===== src/rtl/crystal_gate_defs.svh =====
`ifndef CRYSTAL_GATE_DEFS_SVH
`define CRYSTAL_GATE_DEFS_SVH

// register indices; byte address is four times the index
`define IDX_GATING_TIMERS    14'h300C
`define IDX_GATING_TWO       14'h300D
`define IDX_GATING_THREE     14'h300E
`define IDX_GATING_FOUR      14'h300F
`define IDX_CRYSTAL_SC       14'h303E
`define IDX_EVENT_STATUS     14'h3040
`define IDX_EVENT_MASK       14'h3041

// reset values
`define RST_GATING_TIMERS    8'hA3
`define RST_GATING_TWO       8'h3C
`define RST_GATING_THREE     8'h36
`define RST_GATING_FOUR      8'hA9
`define RST_CRYSTAL_SC       8'h00
`define RST_EVENT_MASK       8'h00

// writable bits; the rest read as zero, except crystal control bit 0 (start-up done)
`define MASK_GATING_TIMERS   8'hA3
`define MASK_GATING_TWO      8'h3C
`define MASK_GATING_THREE    8'h36
`define MASK_GATING_FOUR     8'hA9
`define MASK_CRYSTAL_SC      8'hB6
`define MASK_EVENTS          8'h03

// crystal status and control field positions
`define BIT_AMP_ENABLE       7
`define BIT_STOP_KEEPALIVE   5
`define BIT_OUTPUT_SELECT    4
`define BIT_RANGE_HIGH       2
`define BIT_HIGH_GAIN        1
`define BIT_STARTUP_DONE     0

// first gating register field positions
`define BIT_FLEX_TIMER_TWO   7
`define BIT_FLEX_TIMER_ZERO  5
`define BIT_MODULO_TIMER     1
`define BIT_RTC              0

// event status / mask field positions
`define BIT_EV_STARTED       0
`define BIT_EV_STOPPED       1

// crystal initialization cycles
`define STARTUP_CYCLES       4096

// axi responses
`define RESP_OKAY            2'h0
`define RESP_DECERR          2'h3

`endif


===== src/rtl/crystal_gate_pkg.sv =====
package crystal_gate_pkg;

  typedef enum logic [1:0] {
    ST_OFF      = 2'h0,
    ST_STARTING = 2'h1,
    ST_RUNNING  = 2'h3
  } xtal_state_t;

  typedef struct packed {
    logic amp_on;
    logic amp_high_gain;
    logic range_high;
    logic output_select;
    logic startup_done;
    logic clk_out;
  } xtal_ctrl_t;

  typedef struct packed {
    logic flex_timer_two_gate;
    logic flex_timer_zero_gate;
    logic modulo_timer_zero_gate;
    logic rtc_gate;
    logic [7:0] gate_two;
    logic [7:0] gate_three;
    logic [7:0] gate_four;
  } gate_ctrl_t;

  typedef struct packed {
    logic        aw_have;
    logic [13:0] aw_idx;
    logic        w_have;
    logic [7:0]  w_data;
    logic        w_lane;
    logic        bvalid;
    logic [1:0]  bresp;
    logic        rvalid;
    logic [7:0]  rdata;
    logic [1:0]  rresp;
    logic [7:0]  gating_timers;
    logic [7:0]  gating_two;
    logic [7:0]  gating_three;
    logic [7:0]  gating_four;
    logic [7:0]  crystal_sc;
    logic [7:0]  ev_status;
    logic [7:0]  ev_mask;
    xtal_state_t st;
    logic [12:0] cycles;
    logic        amp_clk_prev;
    logic        clk_out;
    logic        irq;
  } state_t;

endpackage


===== src/rtl/crystal_gate_ctrl.sv =====
// Functional notes
// - crystal control bit 7 enables the crystal amplifier; 0 disables it
// - with bit 5 set and amplifier enabled, crystal keeps running in stop mode
// - keep-alive bit ignored while the internal clock generator requests the amplifier
// - bit 4 selects output clock: 0 crystal input pin, 1 amplified crystal
// - bit 2 selects frequency range: 0 low kHz range, 1 high MHz range
// - bit 1 selects amplifier gain: 0 low, 1 high
// - bit 0 read-only, set once crystal start-up cycles complete
// - reserved bits read 0: control bits 6,3; first gating bits 6,4-2
// - four 8-bit read/write gating registers at consecutive addresses
// - first three gating registers reset to A3h, 3Ch, 36h
// - fourth gating register resets to A9h
// - first gating bit 7 enables flexible timer 2 bus clock
// - first gating bit 5 enables flexible timer 0 bus clock
// - first gating bit 1 enables modulo timer 0 bus clock
// - first gating bit 0 enables real-time clock bus clock
//
// Added by the designer: register access over AXI4-Lite.
`include "crystal_gate_defs.svh"

module crystal_gate_ctrl
  import crystal_gate_pkg::*;
#(
  parameter int STARTUP_CYCLES = `STARTUP_CYCLES
) (
  // clock and reset
  input  wire logic        aclk,
  input  wire logic        aresetn,
  // axi4-lite write address
  input  wire logic [15:0] awaddr,
  input  wire logic [2:0]  awprot,
  input  wire logic        awvalid,
  output logic             awready,
  // axi4-lite write data
  input  wire logic [31:0] wdata,
  input  wire logic [3:0]  wstrb,
  input  wire logic        wvalid,
  output logic             wready,
  // axi4-lite write response
  output logic [1:0]       bresp,
  output logic             bvalid,
  input  wire logic        bready,
  // axi4-lite read address
  input  wire logic [15:0] araddr,
  input  wire logic [2:0]  arprot,
  input  wire logic        arvalid,
  output logic             arready,
  // axi4-lite read data
  output logic [31:0]      rdata,
  output logic [1:0]       rresp,
  output logic             rvalid,
  input  wire logic        rready,
  // system and analog side
  input  wire logic        stop_mode,
  input  wire logic        icg_amp_request,
  input  wire logic        crystal_input_pin,
  input  wire logic        crystal_amp_clk,
  // crystal control
  output xtal_ctrl_t       xtal_ctrl,
  // bus clock enables
  output gate_ctrl_t       gate_ctrl,
  // interrupt
  output logic             irq
);

  state_t q;
  state_t d;

  logic       amp_run;
  logic [7:0] rd_byte;
  logic       rd_hit;
  logic       wr_hit;
  logic [7:0] ev_set;
  logic       ev_clear;
  logic       amp_edge;

  function automatic logic idx_mapped(input logic [13:0] idx);
    idx_mapped = (idx == `IDX_GATING_TIMERS) || (idx == `IDX_GATING_TWO) ||
                 (idx == `IDX_GATING_THREE) || (idx == `IDX_GATING_FOUR) ||
                 (idx == `IDX_CRYSTAL_SC) || (idx == `IDX_EVENT_STATUS) ||
                 (idx == `IDX_EVENT_MASK);
  endfunction

  // status register view; reserved bits forced low
  function automatic logic [7:0] read_reg(input state_t s, input logic [13:0] idx);
    logic [7:0] v;
    v = 8'h00;
    unique case (idx)
      `IDX_GATING_TIMERS: v = s.gating_timers & `MASK_GATING_TIMERS;
      `IDX_GATING_TWO:    v = s.gating_two & `MASK_GATING_TWO;
      `IDX_GATING_THREE:  v = s.gating_three & `MASK_GATING_THREE;
      `IDX_GATING_FOUR:   v = s.gating_four & `MASK_GATING_FOUR;
      `IDX_CRYSTAL_SC: begin
        v = s.crystal_sc & `MASK_CRYSTAL_SC;
        v[`BIT_STARTUP_DONE] = (s.st == ST_RUNNING);
      end
      `IDX_EVENT_STATUS:  v = s.ev_status & `MASK_EVENTS;
      `IDX_EVENT_MASK:    v = s.ev_mask & `MASK_EVENTS;
      default:            v = 8'h00;
    endcase
    read_reg = v;
  endfunction

  // icg request forces the amplifier on whatever the keep-alive bit says
  assign amp_run = icg_amp_request |
                   (q.crystal_sc[`BIT_AMP_ENABLE] &
                    (~stop_mode | q.crystal_sc[`BIT_STOP_KEEPALIVE]));

  assign amp_edge = crystal_amp_clk & ~q.amp_clk_prev;

  assign awready = ~q.aw_have & ~q.bvalid;
  assign wready  = ~q.w_have & ~q.bvalid;
  assign arready = ~q.rvalid;

  always_comb begin
    d        = q;
    rd_byte  = 8'h00;
    rd_hit   = 1'b0;
    wr_hit   = 1'b0;
    ev_set   = 8'h00;
    ev_clear = 1'b0;

    d.amp_clk_prev = crystal_amp_clk;

    // write channels taken in either order
    if (awvalid && awready) begin
      d.aw_have = 1'b1;
      d.aw_idx  = awaddr[15:2];
    end
    if (wvalid && wready) begin
      d.w_have = 1'b1;
      d.w_data = wdata[7:0];
      d.w_lane = wstrb[0];
    end
    if (q.bvalid && bready) begin
      d.bvalid = 1'b0;
    end

    // only byte lane 0 carries data; upper lanes are ignored
    if (q.aw_have && q.w_have && !q.bvalid) begin
      wr_hit    = idx_mapped(q.aw_idx);
      d.aw_have = 1'b0;
      d.w_have  = 1'b0;
      d.bvalid  = 1'b1;
      d.bresp   = wr_hit ? `RESP_OKAY : `RESP_DECERR;
      if (wr_hit && q.w_lane) begin
        unique case (q.aw_idx)
          `IDX_GATING_TIMERS: d.gating_timers = q.w_data & `MASK_GATING_TIMERS;
          `IDX_GATING_TWO:    d.gating_two = q.w_data & `MASK_GATING_TWO;
          `IDX_GATING_THREE:  d.gating_three = q.w_data & `MASK_GATING_THREE;
          `IDX_GATING_FOUR:   d.gating_four = q.w_data & `MASK_GATING_FOUR;
          `IDX_CRYSTAL_SC:    d.crystal_sc = q.w_data & `MASK_CRYSTAL_SC;
          `IDX_EVENT_MASK:    d.ev_mask = q.w_data & `MASK_EVENTS;
          default:            d.ev_mask = q.ev_mask;
        endcase
      end
    end

    // read channel
    if (q.rvalid && rready) begin
      d.rvalid = 1'b0;
    end
    if (arvalid && arready) begin
      rd_hit   = idx_mapped(araddr[15:2]);
      rd_byte  = read_reg(q, araddr[15:2]);
      d.rvalid = 1'b1;
      d.rdata  = rd_byte;
      d.rresp  = rd_hit ? `RESP_OKAY : `RESP_DECERR;
      ev_clear = (araddr[15:2] == `IDX_EVENT_STATUS);
    end

    // crystal start-up sequencer, counts amplifier clock edges
    unique case (q.st)
      ST_OFF: begin
        d.cycles = 13'h0000;
        if (amp_run) begin
          d.st = ST_STARTING;
        end
      end
      ST_STARTING: begin
        if (!amp_run) begin
          d.st     = ST_OFF;
          d.cycles = 13'h0000;
        end else if (amp_edge) begin
          if (q.cycles == 13'(STARTUP_CYCLES - 1)) begin
            d.st               = ST_RUNNING;
            ev_set[`BIT_EV_STARTED] = 1'b1;
          end else begin
            d.cycles = q.cycles + 13'h0001;
          end
        end
      end
      ST_RUNNING: begin
        if (!amp_run) begin
          d.st                    = ST_OFF;
          ev_set[`BIT_EV_STOPPED] = 1'b1;
        end
      end
      default: begin
        d.st     = ST_OFF;
        d.cycles = 13'h0000;
      end
    endcase

    // set wins over the read clear
    d.ev_status = ((ev_clear ? 8'h00 : q.ev_status) | ev_set) & `MASK_EVENTS;
    d.irq       = |(d.ev_status & q.ev_mask);

    // a stopped amplifier yields no clock
    d.clk_out = q.crystal_sc[`BIT_OUTPUT_SELECT] ? (crystal_amp_clk & amp_run)
                                                 : crystal_input_pin;
  end

  always_ff @(posedge aclk) begin
    if (!aresetn) begin
      q               <= '0;
      q.gating_timers <= `RST_GATING_TIMERS;
      q.gating_two    <= `RST_GATING_TWO;
      q.gating_three  <= `RST_GATING_THREE;
      q.gating_four   <= `RST_GATING_FOUR;
      q.crystal_sc    <= `RST_CRYSTAL_SC;
      q.ev_mask       <= `RST_EVENT_MASK;
      q.st            <= ST_OFF;
      q.bresp         <= `RESP_OKAY;
      q.rresp         <= `RESP_OKAY;
    end else begin
      q <= d;
    end
  end

  // axi outputs
  assign bvalid = q.bvalid;
  assign bresp  = q.bresp;
  assign rvalid = q.rvalid;
  assign rresp  = q.rresp;
  assign rdata  = {24'h000000, q.rdata};
  assign irq    = q.irq;

  // crystal control
  assign xtal_ctrl.amp_on        = amp_run;
  assign xtal_ctrl.amp_high_gain = q.crystal_sc[`BIT_HIGH_GAIN];
  assign xtal_ctrl.range_high    = q.crystal_sc[`BIT_RANGE_HIGH];
  assign xtal_ctrl.output_select = q.crystal_sc[`BIT_OUTPUT_SELECT];
  assign xtal_ctrl.startup_done  = (q.st == ST_RUNNING);
  assign xtal_ctrl.clk_out       = q.clk_out;

  // enables straight from flops change only at a rising edge, so the
  // peripheral's enable-based gate never sees a partial pulse
  assign gate_ctrl.flex_timer_two_gate    = q.gating_timers[`BIT_FLEX_TIMER_TWO];
  assign gate_ctrl.flex_timer_zero_gate   = q.gating_timers[`BIT_FLEX_TIMER_ZERO];
  assign gate_ctrl.modulo_timer_zero_gate = q.gating_timers[`BIT_MODULO_TIMER];
  assign gate_ctrl.rtc_gate               = q.gating_timers[`BIT_RTC];
  assign gate_ctrl.gate_two               = q.gating_two;
  assign gate_ctrl.gate_three             = q.gating_three;
  assign gate_ctrl.gate_four              = q.gating_four;

endmodule


===== config.mk =====
export PLATFORM = sky130hd
export DESIGN_NAME = crystal_gate_ctrl
export DESIGN_NICKNAME = d
export VERILOG_FILES = /design/src/rtl/crystal_gate_pkg.sv /design/src/rtl/crystal_gate_ctrl.sv
export VERILOG_INCLUDE_DIRS = /design/src /design/src/rtl
export SDC_FILE = /design/constraint.sdc
export NUM_CORES = 1
export LEC_CHECK = 0
export BUFFER_PORTS_ARGS = -buffer_cell sky130_fd_sc_hd__clkbuf_2
export CAP_MARGIN = 25
export CORE_ASPECT_RATIO = 1.1
export CORE_MARGIN = 8
export CORE_UTILIZATION = 45
export DETAILED_ROUTE_END_ITERATION = 8
export PLACE_DENSITY_LB_ADDON = 0.05
export SLEW_MARGIN = 5
export SYNTH_ARGS = -nofsm -noshare
export SYNTH_HDL_FRONTEND = slang
export SYNTH_SLANG_ARGS = --single-unit

===== constraint.sdc =====
create_clock -name aclk -period 2.45 [get_ports aclk]
set_input_delay 0.49 -clock aclk [delete_from_list [all_inputs] [get_ports aclk]]
set_output_delay 0.49 -clock aclk [all_outputs]
set_load 0.02 [all_outputs]

* Word-level counts from Yosys, hierarchy flattened
Index checks and enable logic that the tools add are counted.
** Storage, ports and cells
- Register bits after elaboration :: 82
- Output and inout bits :: 76
- Logic and storage cells :: 120
** Operators by class
- Bitwise logic cells :: 17
- Multiplexer cells :: 24
- Equal/unequal tests :: 22
- Add/sub/neg operators :: 1
- Reductions and logical operators :: 34
** Operators with widths (number)
- == test 14 bit, second input constant :: 14
- one-hot mux 8 bit (7 select lines) :: 1
- two-way mux 15 bit :: 2
- one-hot mux 13 bit (2 select lines) :: 1
- AND reduction 3 bit :: 7
- adder 13 x 1 -> 13 bit, second input constant :: 1
- == test 13 x 12 -> 1 bit, second input constant :: 1
- two-way mux 13 bit :: 1
- logical OR 1 bit :: 12
- two-way mux 2 bit :: 6
- two-way mux 11 bit :: 1
- two-way mux 1 bit :: 10
- != test 3 bit, second input constant :: 3
- logical AND 1 bit :: 8
- inverter 1 bit :: 8
- OR reduction 8 bit :: 1
- one-hot mux 2 bit (3 select lines) :: 1
- AND 1 bit :: 5
- != test 2 bit, second input constant :: 2
- AND reduction 4 bit :: 1
- nonzero test 2 bit :: 2
- two-way mux 3 bit :: 1
- AND 2 bit :: 1
- == test 2 x 1 -> 1 bit, second input constant :: 1
- other kinds (6) :: 7

* Depth between registers and ports, before layout
- Depth in word-level cells :: 9
- Gate-level depth with buffers :: 7
- Gate-level depth less buffers :: 6

* Worst setup path after synthesis
Ideal clock, no wire load.
- Path kind :: input to register
- Start :: in araddr[9]
- End :: reg q, in the netlist irq
- Required time :: 2.333 ns
- Arrival time :: 1.871 ns
- Buffers on the path :: 0
- Path slack :: 0.462 ns
- Cell stages on the path :: 5
- Setup time :: 0.117 ns
- Path through :: or3_4 -> or4_4 -> o21ai_1 -> a21bo_1 -> a32o_1
** Between the ends
- Word-level cells in the longest chain between the ends :: 6
** Ends and longest elaborated chain
- start, declared :: line crystal_gate_ctrl.sv:44 : input wire logic [15:0] araddr,
- == test 14 bit
- two-way mux 1 bit :: line crystal_gate_ctrl.sv:163 : if (arvalid && arready) begin
- two-way mux 2 bit :: line crystal_gate_ctrl.sv:206 : d.ev_status = ((ev_clear ? 8'h00 : q.ev_status) | ev_set) & `MASK_EVENTS;
- bitwise OR 2 bit :: line crystal_gate_ctrl.sv:206
- AND 2 bit :: line crystal_gate_ctrl.sv:207 : d.irq = |(d.ev_status & q.ev_mask);
- OR reduction 8 bit :: line crystal_gate_ctrl.sv:207
- end, declared :: line crystal_gate_ctrl.sv:66 : state_t q;
No other way between the ends.
A chain may end at the register's enable or synchronous reset.

==> out/metrics.csv <==
metric,value,unit
routed-via-count,3226,
fp.dieH,117,µm
min_path_cells,3,
drv_cap,0,
place_congestion,0.770,
cts_buffers,9,
core-area,9170,µm²
crit_type,register to output port,
synth_cell_types,65,
holdBufCountCts,0,
clk_latency,0.36,ns
crit_fanout,21,
layout_common_cells,"nand2_1 (85), clkbuf_2 (85), dfxtp_1 (78)",
peakVddDrop,0.282,mV
die_area,12600,µm²
dp_worst_setup_slack,0.297,ns
cts_tree,done,
cts-root-buf,clkbuf_8,
min_path_type,input pin to register,
htreeDepth,3,
grt_pass1_vias,3134,
wl_per_cell,14.7,µm
end_kind,output port,
initial_core_util,0.455,
drt_pass1_iterations,4,
post_cts.repair.setup_buffers,0,
ys_seq_elements,78,
cp_data_required_time,1.96,ns
syn_avg_cell_area,8.74,µm²
grt_pass1_wl,15300,µm
tightest_slew,0.597,ns
die_x,108,µm
wl,9490,µm
reg2reg_from,q[4],
setup_tns,0,ns
num_rows,37,
drc,0,
dp_hpwl,7230,µm
syn_area,4170,µm²
grt_max_degree,50,
synth_edf_count,0,
critical_path.cell_chain,nand2_1 > inv_1 > clkbuf_2,
rsz0062_at_grt,no,
synth_top_area_share,0.375,
seq_area_frac_synth,0.375,
clkTransAtPathRegs,0.09,ns
clock.fmax,474,MHz
cts_resized,0,
finClkSkew,0.0117,ns
ant_nets,0,
hold_violations,0,
grt_antenna_before_repair,0,
status,completed,
crit_cells,3,
clockBufferDepth,2,
startpoint_type,register,
io_pins,161,
viasPerCell,4.98,
cp_top_family,buffers and inverters,
layout.nets,612,
drtIter0Drc,113,
slowest_delay,0.46,ns
setup_viol,0,
slowest_stage,inv_1,
min-delay-start,wdata[3],
overflow,0,
netlist_instances,477,
worstPathArrival,1.62,ns
period_share,0.861,
ff2ff_path_depth,6,
synth_ff_type,dfxtp_1,
syn_to_final_growth,7.99,%
synth_area_leaders,"dfxtp_1 (37%), buf_4 (13%), nand2_1 (7.7%)",
yosys.area.top_type,dfxtp_1,
power_density,585,nW/µm²
worstSetupStartpoint,q[16],
antenna_cells,0,
grt_usage,0.151,
fin_hold_ws,0.356,ns
final.min_clock_period,2.11,ns
p_leak,1.77,nW
relSlewSlack,0.602,
io_buffer_count,85,
postSynth.asyncResetShare,0,
yosys_warnings,0,
setup_ws,0.340,ns
cp.buffers_inverters,2,
drive_above_1_share,0.237,
numClockSinks,78,
drv_slew,0,
-- registers in the layout, indices dropped and copies added (netlist names) --
signal     cells
bresp          1
bvalid         1
gate_ctrl     16
irq            1
q             46
rdata          7
rresp          1
rvalid         1
xtal_ctrl      4
-- tightest hold or removal path, stage by stage --
cell	delay, ns
clkbuf_2	0.08
nand2_1	0.04
a21boi_0	0.06
-- synthesized netlist by cell type, types with 2 or more instances --
| cell | n |
|---|---|
| nand2_1 | 85 |
| dfxtp_1 | 78 |
| buf_4 | 70 |
| a21boi_0 | 29 |
| mux2i_1 | 26 |
| nor2_1 | 18 |
| clkbuf_1 | 13 |
| nand3_1 | 13 |
| nor2b_1 | 11 |
| nand2b_1 | 10 |
| o21ai_0 | 10 |
| a21oi_1 | 8 |
| inv_1 | 8 |
| nand4_1 | 7 |
| nor3_1 | 7 |
| o31ai_1 | 7 |
| or4_1 | 7 |
| and2_1 | 5 |
| nor4_1 | 5 |
| a22o_1 | 4 |
| a22oi_1 | 3 |
| nor3_2 | 3 |
| clkbuf_8 | 2 |
| nand3b_1 | 2 |
| nor4_4 | 2 |
| o2111a_1 | 2 |
| o211a_1 | 2 |
| o21ai_1 | 2 |
| or4_4 | 2 |
-- layout make-up --
type	instances	area, µm²
Fill cell	947	4670
Multi-Input combinational cell	339	2090
Sequential cell	78	1560
Timing Repair Buffer	89	468
Tap cell	117	146
Clock buffer	9	124
Clock inverter	7	77.6
Inverter	9	33.8
-- through the flow --
| step | power (mW) | area (µm²) | cells | util |
|---|---|---|---|---|
| after floorplan | 1.62 | 4300 | 513 | - |
| after global placement | 1.66 | 4300 | 632 | 0.469 |
| after detailed placement | 1.66 | 4300 | 632 | 0.469 |
| after CTS | 2.67 | 4500 | 648 | 0.491 |
| after global routing | 2.76 | 4500 | 648 | 0.491 |
| final | 2.63 | 4500 | 648 | 0.491 |
-- path summary, 6_finish.rpt --
path / end / slack [ns]
hold / removal: q[92] / 0.36
setup / recovery: xtal_ctrl[1] / 0.34
hold reg to reg: rdata[4] / 0.47
setup reg to reg: q[8] / 0.41
-- report_power, final --
group          leakage [nW]  switching [mW]  internal, mW  total [mW]
clock                 0.101           0.519         0.483        1.00
combinational          1.03           0.193        0.0983       0.291
sequential            0.634          0.0361          1.30        1.34
total                  1.77           0.748          1.89        2.63
-- per-layer routing --
metal | vias to the layer above | global-route usage | routed length [µm]
li1 | 1654 | - | -
met1 | 1496 | 0.197 | 4480
met2 | 67 | 0.239 | 4430
met3 | 9 | 0.0312 | 446
met4 | 0 | 0.0611 | 133
met5 | - | 0 | 0
-- cells by family after synthesis --
family,share of synthesized area
simple gates,0.249
buf+inv,0.156
compound gates,0.143
flops,0.375
mux,0.0705
fa+ha+maj,0.00300
other cells,0.000900
xor+xnor,0.00210
(Power assumes the default switching activity.)
